**src/ntla_params.svh**
```systemverilog
`ifndef NTLA_PARAMS_SVH
`define NTLA_PARAMS_SVH
`define NTLA_CLK_HZ 100000000
`define NTLA_TN1_MS 13
`define NTLA_T2_MS 1
`define NTLA_AWAKE_US 4000
`define NTLA_AWAKE_GAP_US 4000
`define NTLA_TONE_HZ 7500
`define NTLA_CNT_W 32
// Line transmit codes
`define NTLA_LTX_SIG0 4'h0
`define NTLA_LTX_SIG1W 4'h1
`define NTLA_LTX_SIG1A 4'h2
`define NTLA_LTX_SIG1 4'h3
`define NTLA_LTX_SIG3 4'h4
`define NTLA_LTX_SIG5 4'h5
// User transmit codes
`define NTLA_UTX_INFO0 3'h0
`define NTLA_UTX_INFO2 3'h2
`define NTLA_UTX_INFO4 3'h4
`define NTLA_UTX_INFOX 3'h7
`endif

```
**src/ntla_pkg.sv**
```systemverilog
package ntla_pkg;
	typedef enum logic [11:0] {
		NTLA_S11 = 12'h001,
		NTLA_S12 = 12'h002,
		NTLA_S13 = 12'h004,
		NTLA_S14 = 12'h008,
		NTLA_S15 = 12'h010,
		NTLA_S16 = 12'h020,
		NTLA_S17 = 12'h040,
		NTLA_S18 = 12'h080,
		NTLA_S19 = 12'h100,
		NTLA_S110 = 12'h200,
		NTLA_S21 = 12'h400,
		NTLA_S22 = 12'h800
	} ntla_state_t;
endpackage

```
**src/ntla_timer.sv**
```systemverilog
`timescale 1ns/1ps
`include "ntla_params.svh"
module ntla_timer #(
	parameter int CNT_W = `NTLA_CNT_W
) (
	input wire logic clock_i,
	input wire logic rstn_i,
	input wire logic ce_i,
	input wire logic start_i,
	input wire logic stop_i,
	input wire logic [CNT_W-1:0] load_i,
	output logic run_o,
	output logic expire_o
);
	logic [CNT_W-1:0] cnt_r;
	logic [CNT_W-1:0] cnt_nxt;
	logic run_nxt;
	logic exp_nxt;
	wire last_w = run_o && (cnt_r == {CNT_W{1'b0}});

	// Restart always reloads full count
	assign cnt_nxt = start_i ? load_i : (run_o && !last_w) ? cnt_r - 1'b1 : cnt_r;
	assign run_nxt = start_i ? 1'b1 : (stop_i || last_w) ? 1'b0 : run_o;
	assign exp_nxt = !start_i && !stop_i && last_w;

	always_ff @(posedge clock_i or negedge rstn_i)
	begin
		if (!rstn_i)
		begin
			cnt_r <= '0;
			run_o <= 1'b0;
			expire_o <= 1'b0;
		end
		else if (ce_i)
		begin
			cnt_r <= cnt_nxt;
			run_o <= run_nxt;
			expire_o <= exp_nxt;
		end
	end
endmodule

```
**src/ntla_core.sv**
```systemverilog
`timescale 1ns/1ps
`include "ntla_params.svh"
// Summary of operation
// RQ1: Deactivated: send nothing, await wake-up
// RQ2: INFO 1 when deactivated: send awake tone
// RQ3: Awake acknowledge moves to sync wait
// RQ4: Line awake: start Tn1, answer tone
// RQ5: Tn1 expiry: send unframed SIG 1A
// RQ6: Receiver synchronised on SIG 2: advance
// RQ7: Send SIG 1, INFO 2; INFO 3 advances
// RQ8: Send SIG 3; SIG 4H gives active
// RQ9: Active: INFO 4 and SIG 5 sent
// RQ10: SIG 0 starts T2, pending deactivation
// RQ11: INFO 0 or T2 expiry deactivates
// RQ12: User framing loss: hold, INFO 3 restores
// RQ13: Line framing loss: INFO X, SIG 0
// RQ14: Loopback request: SIG 3, INFO 2
// RQ15: Loopback 2 returns user data; the code loops line data back to the line
// RQ16: D-echo forced zero during loopback
// RQ17: Far end answers tone, Tl1 7 ms
// RQ18: Far end wakes with SIG 2W
// RQ19: Far end sends SIG 2 while syncing
// RQ20: Far end sends SIG 4H for 1 ms
// RQ21: Far end loopback 1 waits 12 ms
// RQ22: Network delays activation indication 1 ms
// RQ23: Awake signals are 7.5 kHz bursts
// RQ24: Awake bursts limited, repeated if unanswered
// RQ25: Impossible events change nothing; reset deactivates
// RQ26: Timers count cycles, restart from zero
module ntla_core #(
	parameter int CLK_HZ = `NTLA_CLK_HZ,
	parameter int TN1_CYC = (`NTLA_TN1_MS * (CLK_HZ / 1000)),
	parameter int T2_CYC = (`NTLA_T2_MS * (CLK_HZ / 1000)),
	parameter int AWAKE_CYC = (`NTLA_AWAKE_US * (CLK_HZ / 1000000)),
	parameter int GAP_CYC = (`NTLA_AWAKE_GAP_US * (CLK_HZ / 1000000)),
	parameter int TONE_HALF_CYC = (CLK_HZ / (2 * `NTLA_TONE_HZ))
) (
	input wire logic clock_i,
	input wire logic rstn_i,
	input wire logic ce_i,
	input wire logic rx_info0_i,
	input wire logic rx_info1_i,
	input wire logic rx_info3_i,
	input wire logic user_frame_lost_i,
	input wire logic rx_sig0_i,
	input wire logic rx_sig2w_i,
	input wire logic line_sync_i,
	input wire logic rx_sig2l2_i,
	input wire logic rx_sig4h_i,
	input wire logic rx_sig4hl2_i,
	input wire logic rx_sig4_i,
	input wire logic rx_sig4l2_i,
	input wire logic line_frame_lost_i,
	input wire logic [17:0] user_data_i,
	input wire logic [17:0] line_data_i,
	input wire logic user_decho_i,
	output logic [3:0] line_tx_o,
	output logic line_tone_o,
	output logic [2:0] user_tx_o,
	output logic [17:0] line_data_o,
	output logic [17:0] user_data_o,
	output logic user_decho_o,
	output logic low_power_o,
	output logic [11:0] state_o
);
	localparam int CW = `NTLA_CNT_W;

	// ----------------------------------------
	// State and timers
	// ----------------------------------------
	ntla_pkg::ntla_state_t state_r;
	ntla_pkg::ntla_state_t state_nxt;
	logic tn1_run;
	logic tn1_exp;
	logic t2_exp;
	logic tn1_start;
	logic t2_start;

	function automatic logic [CW-1:0] cyc(input int n);
		cyc = (n < 1) ? CW'(0) : CW'(n - 1);
	endfunction

	// RQ26: cycle-based restartable timers
	ntla_timer #(.CNT_W(CW)) u_tn1 (
		.clock_i(clock_i),
		.rstn_i(rstn_i),
		.ce_i(ce_i),
		.start_i(tn1_start),
		.stop_i(state_r != ntla_pkg::NTLA_S13),
		.load_i(cyc(TN1_CYC)),
		.run_o(tn1_run),
		.expire_o(tn1_exp)
	);

	ntla_timer #(.CNT_W(CW)) u_t2 (
		.clock_i(clock_i),
		.rstn_i(rstn_i),
		.ce_i(ce_i),
		.start_i(t2_start),
		.stop_i(state_r != ntla_pkg::NTLA_S18),
		.load_i(cyc(T2_CYC)),
		.run_o(),
		.expire_o(t2_exp)
	);

	// ----------------------------------------
	// Event decode
	// ----------------------------------------
	wire st_11 = (state_r == ntla_pkg::NTLA_S11);
	wire st_13 = (state_r == ntla_pkg::NTLA_S13);
	wire st_18 = (state_r == ntla_pkg::NTLA_S18);
	wire in_sig0_zone = !(st_11 || st_18 || state_r == ntla_pkg::NTLA_S12 || st_13);
	wire line_lost_zone = (state_r == ntla_pkg::NTLA_S15) || (state_r == ntla_pkg::NTLA_S16) ||
		(state_r == ntla_pkg::NTLA_S17) || (state_r == ntla_pkg::NTLA_S19) ||
		(state_r == ntla_pkg::NTLA_S21) || (state_r == ntla_pkg::NTLA_S22);
	// RQ10: SIG 0 deactivation from all states except S11, S12, S13 and S18
	wire go_deact = rx_sig0_i && in_sig0_zone;
	// RQ13: line framing loss detect
	wire go_line_lost = !go_deact && line_frame_lost_i && line_lost_zone;
	// RQ4: line-initiated awake
	assign tn1_start = ce_i && ((st_11 && rx_sig2w_i) || (st_13 && rx_sig2w_i));
	assign t2_start = ce_i && go_deact;

	// ----------------------------------------
	// Next state
	// ----------------------------------------
	always_comb
	begin
		// RQ25: default holds state
		state_nxt = state_r;
		if (go_deact)
			state_nxt = ntla_pkg::NTLA_S18;
		else if (go_line_lost)
			state_nxt = ntla_pkg::NTLA_S110;
		else
		begin
			case (state_r)
				ntla_pkg::NTLA_S11:
				begin
					// RQ4: line awake wins over user
					if (rx_sig2w_i)
						state_nxt = ntla_pkg::NTLA_S13;
					// RQ2: user wake-up
					else if (rx_info1_i)
						state_nxt = ntla_pkg::NTLA_S12;
				end
				ntla_pkg::NTLA_S12:
				begin
					// RQ3: awake acknowledged
					if (rx_sig2w_i)
						state_nxt = ntla_pkg::NTLA_S14;
				end
				ntla_pkg::NTLA_S13:
				begin
					// RQ5: Tn1 expiry, new SIG 2W blocks
					if (tn1_exp && !rx_sig2w_i && !tn1_run)
						state_nxt = ntla_pkg::NTLA_S14;
				end
				ntla_pkg::NTLA_S14:
				begin
					// RQ14: loopback 2 request
					if (rx_sig2l2_i)
						state_nxt = ntla_pkg::NTLA_S21;
					// RQ6: synchronised on SIG 2
					else if (line_sync_i)
						state_nxt = ntla_pkg::NTLA_S15;
				end
				ntla_pkg::NTLA_S15:
				begin
					// RQ7: INFO 3 advances
					if (rx_info3_i)
						state_nxt = ntla_pkg::NTLA_S16;
				end
				ntla_pkg::NTLA_S16:
				begin
					// RQ8: SIG 4H gives active
					if (rx_sig4h_i)
						state_nxt = ntla_pkg::NTLA_S17;
					else if (rx_sig4hl2_i)
						state_nxt = ntla_pkg::NTLA_S22;
				end
				ntla_pkg::NTLA_S17:
				begin
					// RQ12: user-side loss or INFO 0
					if (user_frame_lost_i || rx_info0_i)
						state_nxt = ntla_pkg::NTLA_S19;
					else if (rx_sig4l2_i)
						state_nxt = ntla_pkg::NTLA_S22;
				end
				ntla_pkg::NTLA_S18:
				begin
					// RQ11: INFO 0 or T2 expiry
					if (rx_info0_i || t2_exp)
						state_nxt = ntla_pkg::NTLA_S11;
				end
				ntla_pkg::NTLA_S19:
				begin
					// RQ12: INFO 3 restores active
					if (rx_info3_i)
						state_nxt = ntla_pkg::NTLA_S17;
					else if (rx_sig4l2_i)
						state_nxt = ntla_pkg::NTLA_S22;
				end
				ntla_pkg::NTLA_S110:
				begin
					if (rx_sig4l2_i)
						state_nxt = ntla_pkg::NTLA_S22;
				end
				ntla_pkg::NTLA_S21:
				begin
					// RQ14: await SIG 4H-L2
					if (rx_sig4hl2_i)
						state_nxt = ntla_pkg::NTLA_S22;
					else if (rx_sig4h_i)
						state_nxt = ntla_pkg::NTLA_S17;
				end
				ntla_pkg::NTLA_S22:
				begin
					if (rx_sig4_i)
						state_nxt = ntla_pkg::NTLA_S17;
				end
				default:
					state_nxt = ntla_pkg::NTLA_S11;
			endcase
		end
	end

	// ----------------------------------------
	// Awake burst generator
	// ----------------------------------------
	// Bursts repeat with a gap so the far end can answer between them.
	logic [CW-1:0] burst_r;
	logic [CW-1:0] burst_nxt;
	logic [CW-1:0] half_r;
	logic [CW-1:0] half_nxt;
	logic tone_r;
	logic tone_nxt;
	wire awake_w = (state_nxt == ntla_pkg::NTLA_S12) || (state_nxt == ntla_pkg::NTLA_S13);
	wire in_burst_w = burst_r < CW'(AWAKE_CYC);
	wire burst_wrap_w = burst_r >= cyc(AWAKE_CYC + GAP_CYC);
	wire half_wrap_w = half_r >= cyc(TONE_HALF_CYC);
	// RQ24: limited burst, repeated
	assign burst_nxt = (!awake_w || burst_wrap_w) ? '0 : burst_r + 1'b1;
	assign half_nxt = (!awake_w || half_wrap_w) ? '0 : half_r + 1'b1;
	// RQ23: 7.5 kHz tone toggling
	assign tone_nxt = (awake_w && in_burst_w) ? (half_wrap_w ? !tone_r : tone_r) : 1'b0;

	// ----------------------------------------
	// Output decode
	// ----------------------------------------
	logic [3:0] ltx_nxt;
	logic [2:0] utx_nxt;
	wire loop_w = (state_nxt == ntla_pkg::NTLA_S22);
	wire pass_w = (state_nxt == ntla_pkg::NTLA_S17) || loop_w;

	always_comb
	begin
		ltx_nxt = `NTLA_LTX_SIG0;
		utx_nxt = `NTLA_UTX_INFO0;
		case (state_nxt)
			// RQ1: nothing sent when deactivated
			ntla_pkg::NTLA_S11: ltx_nxt = `NTLA_LTX_SIG0;
			// RQ2: awake tone toward line
			ntla_pkg::NTLA_S12: ltx_nxt = `NTLA_LTX_SIG1W;
			ntla_pkg::NTLA_S13: ltx_nxt = `NTLA_LTX_SIG1W;
			// RQ5: unframed SIG 1A
			ntla_pkg::NTLA_S14: ltx_nxt = `NTLA_LTX_SIG1A;
			ntla_pkg::NTLA_S15:
			begin
				// RQ7: SIG 1 and INFO 2
				ltx_nxt = `NTLA_LTX_SIG1;
				utx_nxt = `NTLA_UTX_INFO2;
			end
			ntla_pkg::NTLA_S16:
			begin
				// RQ8: SIG 3, INFO 2 kept
				ltx_nxt = `NTLA_LTX_SIG3;
				utx_nxt = `NTLA_UTX_INFO2;
			end
			ntla_pkg::NTLA_S17:
			begin
				// RQ9: fully active
				ltx_nxt = `NTLA_LTX_SIG5;
				utx_nxt = `NTLA_UTX_INFO4;
			end
			// RQ10: INFO 0 and SIG 0
			ntla_pkg::NTLA_S18: ltx_nxt = `NTLA_LTX_SIG0;
			ntla_pkg::NTLA_S19:
			begin
				// RQ12: no indication to line
				ltx_nxt = `NTLA_LTX_SIG5;
				utx_nxt = `NTLA_UTX_INFO2;
			end
			// RQ13: INFO X and SIG 0
			ntla_pkg::NTLA_S110: utx_nxt = `NTLA_UTX_INFOX;
			ntla_pkg::NTLA_S21:
			begin
				// RQ14: SIG 3 and INFO 2
				ltx_nxt = `NTLA_LTX_SIG3;
				utx_nxt = `NTLA_UTX_INFO2;
			end
			ntla_pkg::NTLA_S22:
			begin
				// RQ15: loopback 2 operated
				ltx_nxt = `NTLA_LTX_SIG5;
				utx_nxt = `NTLA_UTX_INFO4;
			end
			default:
			begin
				ltx_nxt = `NTLA_LTX_SIG0;
				utx_nxt = `NTLA_UTX_INFO0;
			end
		endcase
	end

	// RQ15: loop received data back to line
	wire [17:0] ldata_nxt = loop_w ? line_data_i : (pass_w ? user_data_i : 18'h00000);
	wire [17:0] udata_nxt = pass_w ? line_data_i : 18'h00000;
	// RQ16: D-echo zero in loopback
	wire decho_nxt = (state_nxt == ntla_pkg::NTLA_S17) ? user_decho_i : 1'b0;

	// ----------------------------------------
	// Registers
	// ----------------------------------------
	always_ff @(posedge clock_i or negedge rstn_i)
	begin
		if (!rstn_i)
		begin
			// RQ25: reset deactivates
			state_r <= ntla_pkg::NTLA_S11;
			burst_r <= '0;
			half_r <= '0;
			tone_r <= 1'b0;
			line_tx_o <= `NTLA_LTX_SIG0;
			line_tone_o <= 1'b0;
			user_tx_o <= `NTLA_UTX_INFO0;
			line_data_o <= 18'h00000;
			user_data_o <= 18'h00000;
			user_decho_o <= 1'b0;
			low_power_o <= 1'b1;
			state_o <= ntla_pkg::NTLA_S11;
		end
		else if (ce_i)
		begin
			state_r <= state_nxt;
			burst_r <= burst_nxt;
			half_r <= half_nxt;
			tone_r <= tone_nxt;
			line_tx_o <= ltx_nxt;
			line_tone_o <= tone_nxt;
			user_tx_o <= utx_nxt;
			line_data_o <= ldata_nxt;
			user_data_o <= udata_nxt;
			user_decho_o <= decho_nxt;
			low_power_o <= (state_nxt == ntla_pkg::NTLA_S11);
			state_o <= state_nxt;
		end
	end
endmodule

```
**config.mk**
```make
export PLATFORM = sky130hd
export DESIGN_NAME = ntla_core
export DESIGN_NICKNAME = d
export VERILOG_FILES = /design/src/ntla_pkg.sv /design/src/ntla_timer.sv /design/src/ntla_core.sv
export VERILOG_INCLUDE_DIRS = /design/src
export SDC_FILE = /design/constraint.sdc
export NUM_CORES = 1
export LEC_CHECK = 0
export ABC_AREA = 1
export BUFFER_PORTS_ARGS = -buffer_cell sky130_fd_sc_hd__buf_2
export CAP_MARGIN = 20
export CORE_MARGIN = 2
export CORE_UTILIZATION = 23
export DETAILED_ROUTE_END_ITERATION = 7
export GPL_TIMING_DRIVEN = 0
export PLACE_DENSITY = 0.44
export SKIP_CTS_REPAIR_TIMING = 1
export SLEW_MARGIN = 5
export SYNTH_ARGS = -nofsm -noshare
export SYNTH_HDL_FRONTEND = slang
export SYNTH_SLANG_ARGS = --single-unit
```
**constraint.sdc**
```tcl
create_clock -name clock_i -period 4.8 [get_ports clock_i]
set_input_delay 0.72 -clock clock_i [delete_from_list [all_inputs] [get_ports clock_i]]
set_output_delay 0.72 -clock clock_i [all_outputs]
set_load 0.02 [all_outputs]
```
Word-level counts from Yosys, hierarchy flattened
Index checks and enable logic that the tools add are counted.
{"block": "classes", "n_addsub": 4, "eq_ne": 26, "mux": 37, "magnitude_cmp": 3, "n_reduce_logical": 63}
{"op": "$mux 12", "n": 18}
{"op": "$mux 32", "n": 6}
{"op": "$pmux 12 s12", "n": 1}
{"op": "$add 32x1->32 const B", "n": 2}
{"op": "$logic_not 32->1", "n": 2}
{"op": "$sub 32x1->32 const B", "n": 2}
{"op": "$mux 18", "n": 3}
{"op": "$ge 32x13->1 const B", "n": 1}
{"op": "$ge 32x20->1 const B", "n": 1}
{"op": "$lt 32x19->1 const B", "n": 1}
{"op": "$eq 12x1->1 const B", "n": 2}
{"op": "$eq 12x10->1 const B", "n": 2}
{"op": "$eq 12x11->1 const B", "n": 2}
{"op": "$eq 12x12->1 const B", "n": 2}
{"op": "$eq 12x2->1 const B", "n": 2}
{"op": "$eq 12x3->1 const B", "n": 2}
{"op": "$eq 12x4->1 const B", "n": 2}
{"op": "$eq 12x5->1 const B", "n": 2}
{"op": "$eq 12x6->1 const B", "n": 2}
{"op": "$eq 12x7->1 const B", "n": 2}
{"op": "$eq 12x9->1 const B", "n": 2}
{"op": "$logic_and 1x1->1", "n": 18}
{"op": "$logic_or 1x1->1", "n": 17}
{"op": "$pmux 3 s5", "n": 1}
{"op": "12 further kinds", "n": 38}
{"block": "totals", "inputBits": 53, "register_bits": 190, "output_inout_bits": 58, "elab_cells": 149}

Logic depth before layout (Yosys ltp)
{"block": "depth", "depth_word": 16, "mapped_depth": 15, "depth_no_buf": 14}

Cells and area by module
Synthesis repeated with hierarchy kept, for this count alone.
{"block": "unflattened", "hier_cells": 1716, "hier_area_um2": 11607.4}
{"module": "ntla_core", "area_per_inst_um2": 6204.7, "cells_per_inst": 830, "seq_area_each_um2": 3030.4, "instances": 1}
{"module": "ntla_timer", "area_per_inst_um2": 2701.3, "cells_per_inst": 443, "seq_area_each_um2": 850.8, "instances": 2}

Worst setup path after synthesis
OpenSTA, ideal clock, no wires.
{"block": "synth_path", "path_kind": "input to register", "startpoint": "input ce_i", "endpoint": "register burst_r[19]", "t_arrival_ns": 2.054, "stages": 12, "setup_time_ns": 0.131, "path_buffers": 1, "required_time_ns": 4.669, "path_slack_ns": 2.615, "cell_sequence": "buf_2 -> nand4_1 -> inv_1 -> nand2_1 -> nor2_1 -> nand3_1 -> nor2_1 -> nand3b_1 -> nor2_1 -> nand2_1 -> xor2_1 -> nor2_1"}
{"element": "from (decl)", "line_no": "ntla_core.sv:40", "source": "input wire logic ce_i,"}
{"element": "to (signal assigned)", "line_no": "ntla_core.sv:346", "source": "burst_r <= burst_nxt;"}
{"element": "to (decl)", "line_no": "ntla_core.sv:232", "source": "logic [CW-1:0] burst_r;"}

Final worst setup path
{"block": "layout_path", "startpoint": "register u_tn1.cnt_r[0]", "endpoint": "register u_tn1.cnt_r[10]"}
{"block": "layout_via", "elab_chain_len": 6, "elab_cells_between_ends": 9, "cone_classes": "1 x add/sub; 2 x mux; 6 x reduce/logical"}
{"element": "from (decl)", "line_no": "ntla_timer.sv:15", "source": "logic [CNT_W-1:0] cnt_r;"}
{"element": "from (signal assigned)", "line_no": "ntla_timer.sv:36", "source": "cnt_r <= cnt_nxt;"}
{"element": "parallel branches: the longest is 6 deep, another holds $sub 32x1->32"}
Several ways; the timed one is not identified. The select of a mux whose other input is x is not followed.
A chain may end at the register's enable or synchronous reset.

==> summary.txt <==
================================================================================
Leftover overflow at the end of global routing ....................            0
# Max-Cap Violations ..............................................            0
Number of enable-type register cells in the synthesized netlist ...            0
Cell-by-cell listing of the critical path ......................... inv_1 > ha_1 > inv_1 > nor2_1 > nand2_1 > nor2_1 > a31oi_1 > clkbuf_1 > nand3_1 > o21ai_0 > nand3b_1
Number of antenna violations at the first check in global routing .            0
Endpoints failing hold ............................................            0
Most used flip-flop cell after synthesis .......................... sky130_fd_sc_hd__dfrtp_1
TritonCTS clock tree ..............................................          yes
Clock Root Buffer ................................................. sky130_fd_sc_hd__clkbuf_16
Data required, critical path ......................................      5.11 ns
Number of nets in the final layout ................................        1,494
Synthesis-to-finish area growth ...................................        19.0%
Fraction of registers with async set or reset after synthesis .....         100%
Clock Tree Buf Depth ..............................................            2
Overall routing resource usage ....................................        13.0%
Time the final worst path needs with I/O delays and setup .........      2.53 ns
Via count .........................................................        8,733
Clock transition at path regs .....................................      0.08 ns
Synthesis Warnings ................................................            0
PortBufs ..........................................................          108
Insertion delay of the later-clocked pin in the worst-skew pair ...      0.46 ns
Final-layout worst hold slack .....................................     0.258 ns
Slew at the pin closest to its max-slew limit .....................     0.745 ns
Final antenna diode count .........................................            0
Count of filler cells inserted in the layout ......................        4,717
Share of the core filled with cells ...............................        27.6%
Number of nets with antenna violations after detailed routing .....            0
Data arrival time of the critical path ............................      2.84 ns
FMAX ..............................................................    0.395 GHz
Mapped cell area ..................................................     9950 um2
Max IR drop VDD ...................................................     0.283 mV
Worst setup EP type ...............................................     register
Peak per-stage delay on the critical path .........................      0.48 ns
Average footprint of a synthesized cell ...........................     7.61 um2
Worst hold path class .............................................     in2async
Power density cells ...............................................   354 nW/um2
Synthesized netlist cell count ....................................        1,307
Final HPWL DP .....................................................    20,500 um
Count of pins over their slew limit ...............................            0
Residual DRC count ................................................            0
Initial DRC Count .................................................          515
Worst-path cell with the longest stage delay ...................... sky130_fd_sc_hd__clkbuf_1
Vias in the first global route ....................................        8,650
Classification of the worst setup path ............................      reg2reg
Largest net degree at the start of global routing .................          104
Flip-flop and latch count after synthesis .........................          189
Number of library cell types mapped by synthesis ..................           48
Area of the core region ...........................................   42,900 um2
Max-Slew Margin vs Limit ..........................................        50.4%
Starting Density ..................................................        23.2%
Kind of launch point of the worst setup path ......................     register
Number of buffers and inverters on the critical path ..............            3
Static power due to leakage .......................................      5.81 nW
Maximum level of the CTS H-tree ...................................            4
First-pass iteration count of the detailed router .................            5
Detailed-route vias per instance ..................................         4.30
Routability congestion estimate ...................................        0.845
Total number of placement rows ....................................           76
Post-Syn Nets .....................................................        1,366
Average wire per cell in the routed design ........................      13.6 um
Number of buffers inserted during clock tree synthesis ............           17
Status ............................................................    completed
Die outline height ................................................       212 um
Unrepaired setup endpoints after global routing ...................        false
Fraction of the yosys area taken by sequential cells ..............        47.6%
Clk sink count ....................................................          189
Worst-path maximum fanout .........................................           10
Final setup viols .................................................            0
Die width .........................................................       212 um
Final worst clock skew ............................................    0.0154 ns
Proportion of layout cells with a drive suffix above 1 ............        14.2%
Routed WL .........................................................    27,700 um
Die area ..........................................................   44,900 um2
I/O pin count .....................................................          111
Global-route wire length before repair ............................    46,100 um
Gate family responsible for the most delay along the worst path ... compound AO/OA/AOI/OAI gates
Final critical-path share of the clock period .....................        52.8%
Combined area of the multi-input logic cells ......................     4350 um2
Register Area .....................................................     4730 um2
================================================================================
## cells by family (layout without fill, tap and decap cells)
logic type	after synthesis	in the layout	synth area share, %
compound gates	177	177	10.0
simple gates	689	689	30.3
flops	189	189	47.6
other cells	1	1	0.0377
xor+xnor	30	30	2.64
buf+inv	215	356	8.71
fa+ha+maj	6	6	0.755
## routing by layer
layer | share of wire [%] | up-vias | track usage (%)
met5 | 0 | - | 0
met4 | 1.4 | 0 | 3.86
met3 | 4.1 | 29 | 3.07
met2 | 46 | 142 | 20.8
met1 | 48 | 4112 | 17.3
li1 | - | 4450 | -
## final timing paths
check / startpoint / endpoint / slack [ns] / cells past startpoint
worst max register to register: u_tn1.cnt_r[0]$_DFFE_PN0P_ / u_tn1.cnt_r[10]$_DFFE_PN0P_ / 2.27 / 11
max in group asynchronous: rstn_i / u_t2.cnt_r[11]$_DFFE_PN0P_ / 3.56 / 2
worst min register to register: burst_r[25]$_DFFE_PN0P_ / burst_r[25]$_DFFE_PN0P_ / 0.48 / 2
min in group clock_i: burst_r[25]$_DFFE_PN0P_ / burst_r[25]$_DFFE_PN0P_ / 0.48 / 2
worst min-delay path: rstn_i / burst_r[23]$_DFFE_PN0P_ / 0.26 / 1
worst max-delay path: u_tn1.cnt_r[0]$_DFFE_PN0P_ / u_tn1.cnt_r[10]$_DFFE_PN0P_ / 2.27 / 11
## area by class of cell
cell class / count / area share (%)
clock buffers: 18 / 3.71
flip-flops and latches: 189 / 40.0
plain buffers: 33 / 1.52
multi-input cells: 903 / 36.7
repair buffers: 109 / 4.88
well taps: 585 / 6.18
inverters: 182 / 5.79
clock inverters: 14 / 1.23
## worst reg2reg max path, cell delays in order (launching register included)
cell,delay [ns]
sky130_fd_sc_hd__dfrtp_1,0.33
sky130_fd_sc_hd__inv_1,0.07
sky130_fd_sc_hd__ha_1,0.21
sky130_fd_sc_hd__inv_1,0.07
sky130_fd_sc_hd__nor2_1,0.09
sky130_fd_sc_hd__nand2_1,0.10
sky130_fd_sc_hd__nor2_1,0.09
sky130_fd_sc_hd__a31oi_1,0.47
sky130_fd_sc_hd__clkbuf_1,0.48
sky130_fd_sc_hd__nand3_1,0.20
sky130_fd_sc_hd__o21ai_0,0.19
sky130_fd_sc_hd__nand3b_1,0.09
## flip-flops by register name (all words and copies together), names as in the netlist, 3 cells and up
register,count
half_r,32
burst_r,32
user_data_o,18
u_t2.cnt_r,32
user_tx_o,3
state_r,12
u_tn1.cnt_r,32
line_tx_o,3
line_data_o,18
## layout by cell type (no fill, tap or decap), types with 31 or more instances in the layout
cell type	instances
sky130_fd_sc_hd__a21oi_1	44
sky130_fd_sc_hd__nor2_1	209
sky130_fd_sc_hd__buf_2	116
sky130_fd_sc_hd__dfrtp_1	187
sky130_fd_sc_hd__o21ai_0	87
sky130_fd_sc_hd__inv_1	177
sky130_fd_sc_hd__nand4_1	31
sky130_fd_sc_hd__nand3_1	75
sky130_fd_sc_hd__nand2_1	281
sky130_fd_sc_hd__nor3_1	38
## power breakdown
part           switching [mW]  total, mW  internal [mW]
Clock                   0.724       1.43          0.709
Sequential              0.119       1.85           1.73
Combinational           0.639      0.914          0.275
## cells in the mapped netlist (2+ instances only)
master	count	area (um2)
sky130_fd_sc_hd__nand2_1	281	1050
sky130_fd_sc_hd__nor2_1	209	785
sky130_fd_sc_hd__dfrtp_1	187	4680
sky130_fd_sc_hd__inv_1	177	664
sky130_fd_sc_hd__o21ai_0	87	435
sky130_fd_sc_hd__nand3_1	75	375
sky130_fd_sc_hd__a21oi_1	44	220
sky130_fd_sc_hd__nor3_1	38	190
sky130_fd_sc_hd__nand4_1	31	194
sky130_fd_sc_hd__xor2_1	25	219
sky130_fd_sc_hd__clkbuf_1	15	56.3
sky130_fd_sc_hd__nor4_1	11	68.8
sky130_fd_sc_hd__o21ai_2	11	96.3
sky130_fd_sc_hd__nand3b_1	10	75.1
sky130_fd_sc_hd__buf_2	9	45.0
sky130_fd_sc_hd__or2_2	9	56.3
sky130_fd_sc_hd__nand2_2	7	43.8
sky130_fd_sc_hd__o211ai_1	7	52.6
sky130_fd_sc_hd__o21ai_1	7	35.0
sky130_fd_sc_hd__ha_1	6	75.1
sky130_fd_sc_hd__buf_4	5	37.5
sky130_fd_sc_hd__nor2_4	5	56.3
sky130_fd_sc_hd__o31ai_1	5	37.5
sky130_fd_sc_hd__xnor2_1	5	43.8
sky130_fd_sc_hd__a31oi_1	4	25.0
sky130_fd_sc_hd__inv_2	4	15.0
sky130_fd_sc_hd__nor3b_1	4	30.0
sky130_fd_sc_hd__nor2_2	3	18.8
sky130_fd_sc_hd__o22ai_1	3	18.8
sky130_fd_sc_hd__and3_1	2	12.5
sky130_fd_sc_hd__buf_6	2	22.5
sky130_fd_sc_hd__dfstp_2	2	52.6
sky130_fd_sc_hd__o21bai_1	2	15.0
## stage by stage
| step | std cells | worst slack (ns) | cell area [um2] | TNS, ns | total power, mW |
|---|---|---|---|---|---|
| floorplan | 1307 | 2.61 | 9950 | 0 | 2.48 |
| global placement | 2000 | -0.519 | 11200 | -92.94 | 2.80 |
| detailed placement | 2001 | 2.12 | 11300 | 0 | 2.81 |
| CTS | 2033 | 2.23 | 11800 | 0 | 4.27 |
| global route | 2033 | 1.93 | 11800 | 0 | 4.48 |
| finish | 2033 | 2.27 | 11800 | 0 | 4.20 |
No activity file was read; power rests on OpenSTA's default activity.
